<file path="config.mk">
export PLATFORM = sky130hd
export DESIGN_NAME = caf_filter
export DESIGN_NICKNAME = d
export VERILOG_FILES = /design/src/caf_pkg.sv /design/src/caf_filter.sv
export SDC_FILE = /design/constraint.sdc
export NUM_CORES = 2
export LEC_CHECK = 0
export BUFFER_PORTS_ARGS = -buffer_cell sky130_fd_sc_hd__clkbuf_2
export CAP_MARGIN = 10
export CORE_ASPECT_RATIO = 1.25
export CORE_UTILIZATION = 35
export DETAILED_ROUTE_END_ITERATION = 7
export SYNTH_ARGS = -nofsm -noshare
export SYNTH_HDL_FRONTEND = slang
export SYNTH_SLANG_ARGS = --single-unit
</file>
<file path="constraint.sdc">
create_clock -name pclk -period 8.2 [get_ports pclk]
set_clock_uncertainty 0.05 [all_clocks]
set_input_delay 0.82 -clock pclk [delete_from_list [all_inputs] [get_ports pclk]]
set_output_delay 0.82 -clock pclk [all_outputs]
set_load 0.005 [all_outputs]
</file>
<file path="src/caf_pkg.sv">
// package of constants and carrier types for the can acceptance filter
package caf_pkg;
    // ****************************************
    // sizes
    // ****************************************
    localparam int NUM_MB    = 32;
    localparam int NUM_MASK  = 8;
    localparam int IDX_W     = 5;
    localparam int FIFO_BASE = 24;
    localparam int FIFO_MK0  = 6;
    localparam int FIFO_MK1  = 7;
    // ****************************************
    // register offsets (byte addresses)
    // ****************************************
    localparam logic [11:0] OFF_CTRL   = 12'h000;
    localparam logic [11:0] OFF_MINV   = 12'h004;
    localparam logic [11:0] OFF_RXEN   = 12'h008;
    localparam logic [11:0] OFF_STAT   = 12'h00C;
    localparam logic [11:0] OFF_FIFO0  = 12'h010;
    localparam logic [11:0] OFF_FIFO1  = 12'h014;
    localparam logic [11:0] OFF_MASK   = 12'h020;
    localparam logic [11:0] OFF_MASK_E = 12'h03C;
    localparam logic [11:0] OFF_MB     = 12'h100;
    localparam logic [11:0] OFF_MB_E   = 12'h17C;
    // ****************************************
    // field layout of the control word and of an id / mask word
    // ****************************************
    localparam int CTRL_FMT_LSB  = 0;
    localparam int CTRL_FIFO_BIT = 2;
    localparam int IDE_BIT       = 31;
    localparam int RTR_BIT       = 30;
    localparam logic [31:0] LEGAL_BITS = 32'hDFFF_FFFF;
    localparam logic [31:0] EXT_BITS   = 32'h0003_FFFF;
    localparam logic [1:0]  FMT_MIXED  = 2'b10;
    // ****************************************
    // reset values
    // ****************************************
    localparam logic [31:0] RST_WORD = 32'h0000_0000;
    localparam logic [1:0]  RST_FMT  = 2'b00;
    // ****************************************
    // carriers
    // ****************************************
    typedef struct packed {
        logic        valid;
        logic [31:0] id;
    } caf_rx_t;
    typedef struct packed {
        logic             store;
        logic             discard;
        logic             to_fifo;
        logic [IDX_W-1:0] index;
    } caf_res_t;
endpackage : caf_pkg

</file>
<file path="src/caf_filter.sv">
// acceptance filter with apb register file
//
// The APB slave port and the placing of the registers were chosen for this implementation.
`timescale 1ns/100ps
`default_nettype none
module caf_filter
    import caf_pkg::*;
#(
    parameter int MBS   = NUM_MB,
    parameter int MASKS = NUM_MASK
) (
    input  wire logic        pclk,
    input  wire logic        presetn,
    input  wire logic [11:0] paddr,
    input  wire logic        psel,
    input  wire logic        penable,
    input  wire logic        pwrite,
    input  wire logic [31:0] pwdata,
    output var  logic [31:0] prdata,
    output var  logic        pready,
    output var  logic        pslverr,
    input  wire caf_rx_t     rx_frame,
    output var  caf_res_t    result
);
    // ****************************************
    // state
    // ****************************************
    typedef struct packed {
        logic [1:0]                fmt;
        logic                      fifo_mode;
        logic [MBS-1:0]            mask_inval;
        logic [MBS-1:0]            rx_en;
        logic [1:0][31:0]          fifo_cmp;
        logic [MASKS-1:0][31:0]    mask;
        logic [MBS-1:0][31:0]      mb_id;
        logic [31:0]               rdata;
        logic                      ready;
        logic                      slverr;
        caf_res_t                  res;
        logic                      last_hit;
        logic                      last_fifo;
        logic [IDX_W-1:0]          last_idx;
    } caf_state_t;

    caf_state_t s;
    caf_state_t next_s;

    localparam int PER_MASK = MBS / MASKS;

    // ****************************************
    // compare
    // ****************************************
    function automatic logic caf_match(
        input logic [31:0] rx,
        input logic [31:0] id,
        input logic [31:0] mask,
        input logic        inval,
        input logic        mixed
    );
        logic [31:0] eff;
        eff = inval ? LEGAL_BITS : (mask & LEGAL_BITS);
        if (!mixed) begin
            eff[IDE_BIT] = 1'b0;
        end
        if (!rx[IDE_BIT]) begin
            eff = eff & ~EXT_BITS;
        end
        return ((rx ^ id) & eff) == RST_WORD;
    endfunction : caf_match

    logic [MBS-1:0] hit_mb;
    logic           mixed;
    logic           fifo_hit;

    assign mixed = (s.fmt == FMT_MIXED);

    genvar g;
    generate
        for (g = 0; g < MBS; g++) begin : g_mb
            // mailboxes at and above the fifo base belong to the fifo in fifo mode
            assign hit_mb[g] = s.rx_en[g]
                               && !(s.fifo_mode && g >= FIFO_BASE)
                               && caf_match(rx_frame.id, s.mb_id[g], s.mask[g / PER_MASK],
                                            s.mask_inval[g], mixed);
        end
    endgenerate

    // fifo filters ignore the mailbox ids entirely
    assign fifo_hit = s.fifo_mode
        && (caf_match(rx_frame.id, s.fifo_cmp[0], s.mask[FIFO_MK0], 1'b0, mixed)
         || caf_match(rx_frame.id, s.fifo_cmp[1], s.mask[FIFO_MK1], 1'b0, mixed));

    // ****************************************
    // next state
    // ****************************************
    logic        acc;
    logic        wr_now;
    logic        in_mask;
    logic        in_mb;
    logic [31:0] rd;
    logic        bad;

    always_comb begin
        next_s  = s;
        acc     = psel && penable;
        wr_now  = acc && s.ready && pwrite;
        in_mask = (paddr >= OFF_MASK) && (paddr <= OFF_MASK_E);
        in_mb   = (paddr >= OFF_MB) && (paddr <= OFF_MB_E);
        rd      = RST_WORD;
        bad     = 1'b0;
        // one wait state keeps every bus output on a flop
        unique case (paddr)
            OFF_CTRL: begin
                rd[CTRL_FMT_LSB +: 2] = s.fmt;
                rd[CTRL_FIFO_BIT]     = s.fifo_mode;
            end
            OFF_MINV: begin
                rd = 32'(s.mask_inval);
            end
            OFF_RXEN: begin
                rd = 32'(s.rx_en);
            end
            OFF_STAT: begin
                rd[IDX_W-1:0] = s.last_idx;
                rd[8]         = s.last_fifo;
                rd[9]         = s.last_hit;
            end
            OFF_FIFO0: begin
                rd = s.fifo_cmp[0];
            end
            OFF_FIFO1: begin
                rd = s.fifo_cmp[1];
            end
            default: begin
                if (in_mask) begin
                    rd = s.mask[paddr[4:2]];
                end else if (in_mb) begin
                    rd = s.mb_id[paddr[6:2]];
                end else begin
                    bad = 1'b1;
                end
            end
        endcase
        next_s.ready  = acc && !s.ready;
        next_s.rdata  = (acc && !s.ready && !pwrite && !bad) ? rd : RST_WORD;
        next_s.slverr = acc && !s.ready && bad;
        if (wr_now) begin
            unique case (paddr)
                OFF_CTRL: begin
                    next_s.fmt       = pwdata[CTRL_FMT_LSB +: 2];
                    next_s.fifo_mode = pwdata[CTRL_FIFO_BIT];
                end
                OFF_MINV: begin
                    next_s.mask_inval = pwdata[MBS-1:0];
                end
                OFF_RXEN: begin
                    next_s.rx_en = pwdata[MBS-1:0];
                end
                OFF_FIFO0: begin
                    next_s.fifo_cmp[0] = pwdata & LEGAL_BITS;
                end
                OFF_FIFO1: begin
                    next_s.fifo_cmp[1] = pwdata & LEGAL_BITS;
                end
                default: begin
                    if (in_mask) begin
                        next_s.mask[paddr[4:2]] = pwdata & LEGAL_BITS;
                    end else if (in_mb) begin
                        // ide stays as written; software keeps it 0 outside mixed mode
                        next_s.mb_id[paddr[6:2]] = pwdata & LEGAL_BITS;
                    end
                end
            endcase
        end
        // frame decision: one pulse per received frame, lowest mailbox wins
        next_s.res = '0;
        if (rx_frame.valid) begin
            if (hit_mb != '0) begin
                next_s.res.store = 1'b1;
                for (int i = MBS - 1; i >= 0; i--) begin
                    if (hit_mb[i]) begin
                        next_s.res.index = IDX_W'(i);
                    end
                end
            end else if (fifo_hit) begin
                next_s.res.store   = 1'b1;
                next_s.res.to_fifo = 1'b1;
                next_s.res.index   = IDX_W'(FIFO_BASE);
            end else begin
                next_s.res.discard = 1'b1;
            end
            next_s.last_hit  = next_s.res.store;
            next_s.last_fifo = next_s.res.to_fifo;
            next_s.last_idx  = next_s.res.index;
        end
    end

    // ****************************************
    // registers
    // ****************************************
    always_ff @(posedge pclk or negedge presetn) begin
        if (!presetn) begin
            s     <= '0;
            s.fmt <= RST_FMT;
        end else begin
            s <= next_s;
        end
    end

    assign prdata  = s.rdata;
    assign pready  = s.ready;
    assign pslverr = s.slverr;
    assign result  = s.res;
endmodule : caf_filter
`default_nettype wire

</file>
* Yosys cells after proc, flatten, opt, wreduce, memory -nomap -nowiden
Index checks and enable logic that the tools add are counted.
Word-level totals: register bits 1458, latch bits 0, RAM bits 0, bits in read-only memories 0, output and inout bits 42, word-level logic and storage cells 403, memories 0
Operators by class: add/subtract/negate cells 0, multipliers 0, div/mod/pow operators 0, magnitude comparators 8, equality and inequality tests 6, shift operators 0, multiplexer cells 160, bitwise operators 70, reduce and logical (&&, ||, !) cells 103
Operators by type and width (number):
- $mux W32 | 39
- $and A32 B32 Y32 | 34
- $logic_not A32 Y1 | 34
- $xor A32 B32 Y32 | 34
- $bwmux W1024 | 1
- $mux W18 | 34
- $bwmux W256 | 1
- $mux W5 | 33
- $bmux W32 S5 | 1
- $demux W32 S5 | 1
- $pmux W22 S5 | 1
- $bmux W32 S3 | 1
- $demux W32 S3 | 1
- $logic_and A1 B1 Y1 | 52
- $mux W1 | 40
- $reduce_bool A32 Y1 | 1
- $eq A12 B4 Y1 const B | 2
- $eq A12 B5 Y1 const B | 2
- $pmux W2 S6 | 2
- $pmux W3 S6 | 1
- $mux W15 | 1
- $pmux W3 S5 | 1
- $eq A12 B3 Y1 const B | 1
- $ge A12 B6 Y1 const B | 1
- other kinds (20) | 28

* Logic depth before layout (Yosys ltp)
word-level depth 39, mapped depth 15, depth with buffers taken out 10

* Least setup slack after synthesis
No wires, ideal clock.
kind input port to flip-flop, from input rx_frame[0] (netlist bit), to register s (netlist bit result[1]), setup time 0.140 ns, data arrival time 3.268 ns, data required time 8.010 ns, setup slack 4.742 ns, stages on the path 15, path through buf_4 buf_6 buf_6 buf_4 buf_2 o22ai_1 a21oi_1 nor4_1 nand4_1 o41ai_1 a21oi_1 o21a_1 o21a_1 a211oi_1 nor4b_2
RTL lines:
- start, declared | line caf_filter.sv:22 | input wire caf_rx_t rx_frame,
- end signal, assigned | line caf_filter.sv:206 | s <= next_s;
- end, declared | line caf_filter.sv:45 | caf_state_t s;

==> run_summary.xml <==
<?xml version="1.0" encoding="UTF-8"?>
<metrics>
  <group name="floorplan">
    <metric name="initial_core_util" unit="">0.353</metric>
    <metric name="dieHeight" unit="µm">542</metric>
    <metric name="die_span_in_x" unit="µm">434</metric>
    <metric name="design.portCount" unit="">124</metric>
    <metric name="core.rowCount" unit="">197</metric>
    <metric name="placeableCoreArea" unit="mm²">0.231</metric>
    <metric name="design.die.area" unit="mm²">0.235</metric>
  </group>
  <group name="global_routing">
    <metric name="grt.overflow.total" unit="">0</metric>
    <metric name="globalRouteTotalUtil" unit="">0.290</metric>
    <metric name="initial_antenna_violation_count" unit="">28</metric>
    <metric name="largest_net_degree_at_the_start_of_global_routing" unit="">156</metric>
    <metric name="grt_first_pass_wirelength" unit="mm">485</metric>
    <metric name="vias_in_the_first_global_route" unit="">62200</metric>
  </group>
  <group name="drt">
    <metric name="dr.pass1.iters" unit="">7</metric>
    <metric name="final_antenna_net_count" unit="">0</metric>
    <metric name="via_count" unit="">62800</metric>
    <metric name="routed_wl" unit="mm">347</metric>
    <metric name="vias_per_cell" unit="">6.30</metric>
    <metric name="wire_per_inst" unit="µm">34.8</metric>
    <metric name="post-route-drc-count" unit="">0</metric>
    <metric name="drt_iter0_markers" unit="">7934</metric>
  </group>
  <group name="clock_tree">
    <metric name="clk_pin_slew" unit="ns">0.07</metric>
    <metric name="post_cts.resized_instances" unit="">0</metric>
    <metric name="postCtsHoldBufs" unit="">1</metric>
    <metric name="cts_buffers" unit="">158</metric>
    <metric name="clock_tree.buffer_depth" unit="">4</metric>
    <metric name="clkLatencyLatePin" unit="ns">0.88</metric>
    <metric name="tritoncts" unit="">built</metric>
    <metric name="clock_sink_count" unit="">1418</metric>
    <metric name="cts_htree_levels" unit="">4</metric>
    <metric name="cts_root_buffer" unit="">clkbuf_16</metric>
    <metric name="cts_setup_buffers" unit="">0</metric>
  </group>
  <group name="sta">
    <metric name="timing_worst_slew_pin_value" unit="ns">1.44</metric>
    <metric name="fin_tns_setup" unit="ns">0</metric>
    <metric name="timing.final.max_slew_violations" unit="">0</metric>
    <metric name="final_critical_path_setup_slack" unit="ns">3.44</metric>
    <metric name="finalHoldViolations" unit="">0</metric>
    <metric name="slew_headroom" unit="">0.0323</metric>
    <metric name="final_period_minus_worst_setup_slack" unit="ns">4.76</metric>
    <metric name="setup-violations-final" unit="">0</metric>
    <metric name="layout_worst_path_cycle_share" unit="">0.581</metric>
    <metric name="fmax" unit="MHz">210</metric>
    <metric name="setup_repair_after_global_routing_missed_its_margin" unit="">no</metric>
  </group>
  <group name="power">
    <metric name="power.density_cell_area" unit="mW/mm²">174</metric>
    <metric name="ir_drop" unit="V">0.000157</metric>
    <metric name="static_leakage_power" unit="nW">41.8</metric>
    <metric name="finalPower" unit="mW">15.8</metric>
  </group>
  <group name="worst_setup_path">
    <metric name="endpoint_kind" unit="">flip-flop</metric>
    <metric name="worst_path_most_repeated_cell" unit="">or4_1</metric>
    <metric name="critPathArrivalTime" unit="ns">5.48</metric>
    <metric name="critical_path_cell_list" unit="">clkbuf_2 -&gt; buf_4 -&gt; xnor2_1 -&gt; o22ai_1 -&gt; or4_1 -&gt; or4_1 -&gt; a2111oi_2 -&gt; nor2_1 -&gt; o311a_1 -&gt; o21ai_1 -&gt; a211oi_1 -&gt; nor4b_2</metric>
    <metric name="max_fanout_on_critical_path" unit="">25</metric>
    <metric name="cp-start-kind" unit="">input pin</metric>
    <metric name="worst_path_largest_cell_delay" unit="ns">0.78</metric>
    <metric name="critPathSlowestCell" unit="">a2111oi_2</metric>
    <metric name="worst-path-buf-inv" unit="">2</metric>
    <metric name="cp_top_family" unit="">compound AO/OA/AOI/OAI gates</metric>
    <metric name="setup.worst_path.class" unit="">in -&gt; reg</metric>
    <metric name="worst-endpoint-required" unit="ns">8.92</metric>
  </group>
  <group name="layout">
    <metric name="multi_input_area" unit="mm²">0.0432</metric>
    <metric name="fill_cells" unit="">22300</metric>
    <metric name="sequential_cell_area" unit="mm²">0.0355</metric>
    <metric name="num-nets-final" unit="">6831</metric>
    <metric name="area_overhead_vs_synth" unit="%">10.7</metric>
    <metric name="commonest_cells_after_routing_fill_and_taps_aside" unit="">1,417 x dfrtp_1, 1,372 x mux2_2, 607 x xor2_1</metric>
    <metric name="mostFrequentLayoutCell" unit="">dfrtp_1</metric>
    <metric name="post_route_cells_drive_above_1_share" unit="">0.339</metric>
    <metric name="finalCoreUtilization" unit="">0.391</metric>
  </group>
  <group name="synthesis">
    <metric name="netlist_top_cells_area" unit="">dfrtp_1 43%, mux2_2 19%, mux4_2 8.6%</metric>
    <metric name="synth_top_flop_cell" unit="">dfrtp_1</metric>
    <metric name="synth_compound_area_frac" unit="">0.105</metric>
    <metric name="post-synth-top-area-fraction" unit="">0.434</metric>
    <metric name="netlist.top_cell.by_area" unit="">dfrtp_1</metric>
    <metric name="synth_async_sr_flop_share" unit="">1.00</metric>
    <metric name="yosys.area_share.xor_xnor" unit="">0.0926</metric>
    <metric name="synth_simple_gate_area_frac" unit="">0.0492</metric>
    <metric name="unique_cell_type_count_in_the_yosys_netlist" unit="">77</metric>
    <metric name="ys_seq_elements" unit="">1418</metric>
    <metric name="yosysSeqAreaShare" unit="">0.434</metric>
    <metric name="synth_edf_count" unit="">0</metric>
    <metric name="synth_top_family_by_area" unit="">multiplexers</metric>
    <metric name="synthCells" unit="">6946</metric>
    <metric name="synth.net_count" unit="">7028</metric>
    <metric name="fraction_of_the_mapped_netlist_area_in_adder_cells" unit="">0</metric>
    <metric name="netlist_area" unit="mm²">0.0817</metric>
    <metric name="synth.mux.area_fraction" unit="">0.280</metric>
    <metric name="avg_cell_area_syn" unit="µm²">11.8</metric>
    <metric name="yosysWarnings" unit="">0</metric>
  </group>
  <group name="job">
    <metric name="max_cap_violations" unit="">0</metric>
  </group>
  <group name="placed_design">
    <metric name="hpwl" unit="mm">239</metric>
    <metric name="gp_routability_congestion" unit="">1.00</metric>
    <metric name="pre_cts_slack" unit="ns">2.82</metric>
    <metric name="place.port_buffers" unit="">122</metric>
  </group>
  <group name="run_status">
    <metric name="status" unit="">completed</metric>
  </group>
  <group name="worst_hold_path">
    <metric name="hold_path_class" unit="">in -&gt; reg</metric>
  </group>
</metrics>
Yosys cell counts (5+ instances only):
library cell,count
or4_1,52
nor4_1,43
buf_1,88
a221oi_1,29
mux2_2,1372
o211ai_1,20
and2_1,5
a22oi_1,34
xor2_1,607
and4_1,6
a21oi_1,236
buf_2,105
a222oi_1,6
o41a_1,11
xnor2_1,257
o22ai_1,390
o32a_1,22
a211oi_1,5
o41ai_1,10
a22o_1,20
mux2i_1,37
dfrtp_1,1418
buf_6,25
nand3_1,26
or3_1,10
o21ai_0,585
nand4_1,122
nor4bb_1,7
a31oi_1,8
nand2b_1,10
buf_4,70
nand2_1,109
a21o_1,5
o221ai_1,22
mux4_2,312
nor3_1,33
nor2_1,366
clkbuf_1,390
nor2b_1,8
worst reg2reg max path, cell delays in order, from the launching register on:
cell       delay [ns]
dfrtp_1          0.63
buf_4            0.34
nor2_1           0.12
o22ai_1          0.14
or4_1            0.51
or4_1            0.56
a2111oi_4        0.66
o21ai_0          0.20
a21oi_1          0.71
nor3_1           0.16
a211oi_2         0.32
nor2_1           0.14
cell type report:
cell class	count	share of cell area
clock inverters	67	0.0103
clock buffers	210	0.0497
inverters	4	0.000166
well taps	3084	0.0427
diodes	18	0.000498
flip-flops and latches	1418	0.392
repair buffers	326	0.0262
multi-input cells	4841	0.478
worst paths after layout:
check	start	endpoint	slack, ns	cells after the start
max	rx_frame[1]	result[1]$_DFF_PN0_	3.44	12
min	rx_frame[32]	s[6]$_DFFE_PN0P_	0.24	2
max reg2reg	s[1443]$_DFFE_PN0P_	result[0]$_DFF_PN0_	3.54	11
min reg2reg	s[3]$_DFFE_PN0P_	s[3]$_DFFE_PN0P_	0.48	1
max in group asynchronous	presetn	s[679]$_DFFE_PN0P_	5.56	4
min in group asynchronous	presetn	s[185]$_DFFE_PN0P_	0.48	2
logic make-up (layout without fill, tap and decap cells):
logic type      after synthesis  in the layout
flops                      1418           1418
other cells                   0             18
mux                        1721           1721
xor+xnor                    864            864
buf+inv                     687            607
compound gates             1437           1437
simple gates                819            819
stage by stage:
step	std cells	cell area (µm²)	hold slack (ns)
2_1_floorplan	6946	81700	0.400
3_3_place_gp	9671	84900	0.462
3_5_place_dp	9671	84900	0.463
4_1_cts	9949	90400	0.249
5_1_grt	9962	90400	0.263
6_report	9968	90400	0.242
report_power, final:
group	total (mW)	switching [mW]	internal, mW	leakage, nW
Sequential	7.02	0.0116	7.00	19.8
Combinational	1.13	0.846	0.279	19.3
Clock	7.63	3.14	4.49	2.64
registers in the layout, summed over array words and instances (netlist names):
register	flops
pslverr	1
result	8
prdata	32
pready	1
s	1376
layer usage:
metal / share of wire / global-route usage / vias to the layer above
li1: - / - / 25300
met1: 0.36 / 0.341 / 32700
met2: 0.45 / 0.450 / 3684
met3: 0.082 / 0.0553 / 1090
met4: 0.11 / 0.259 / 14
met5: 0.00028 / 0 / -
Power figures use the tool's default switching activity.
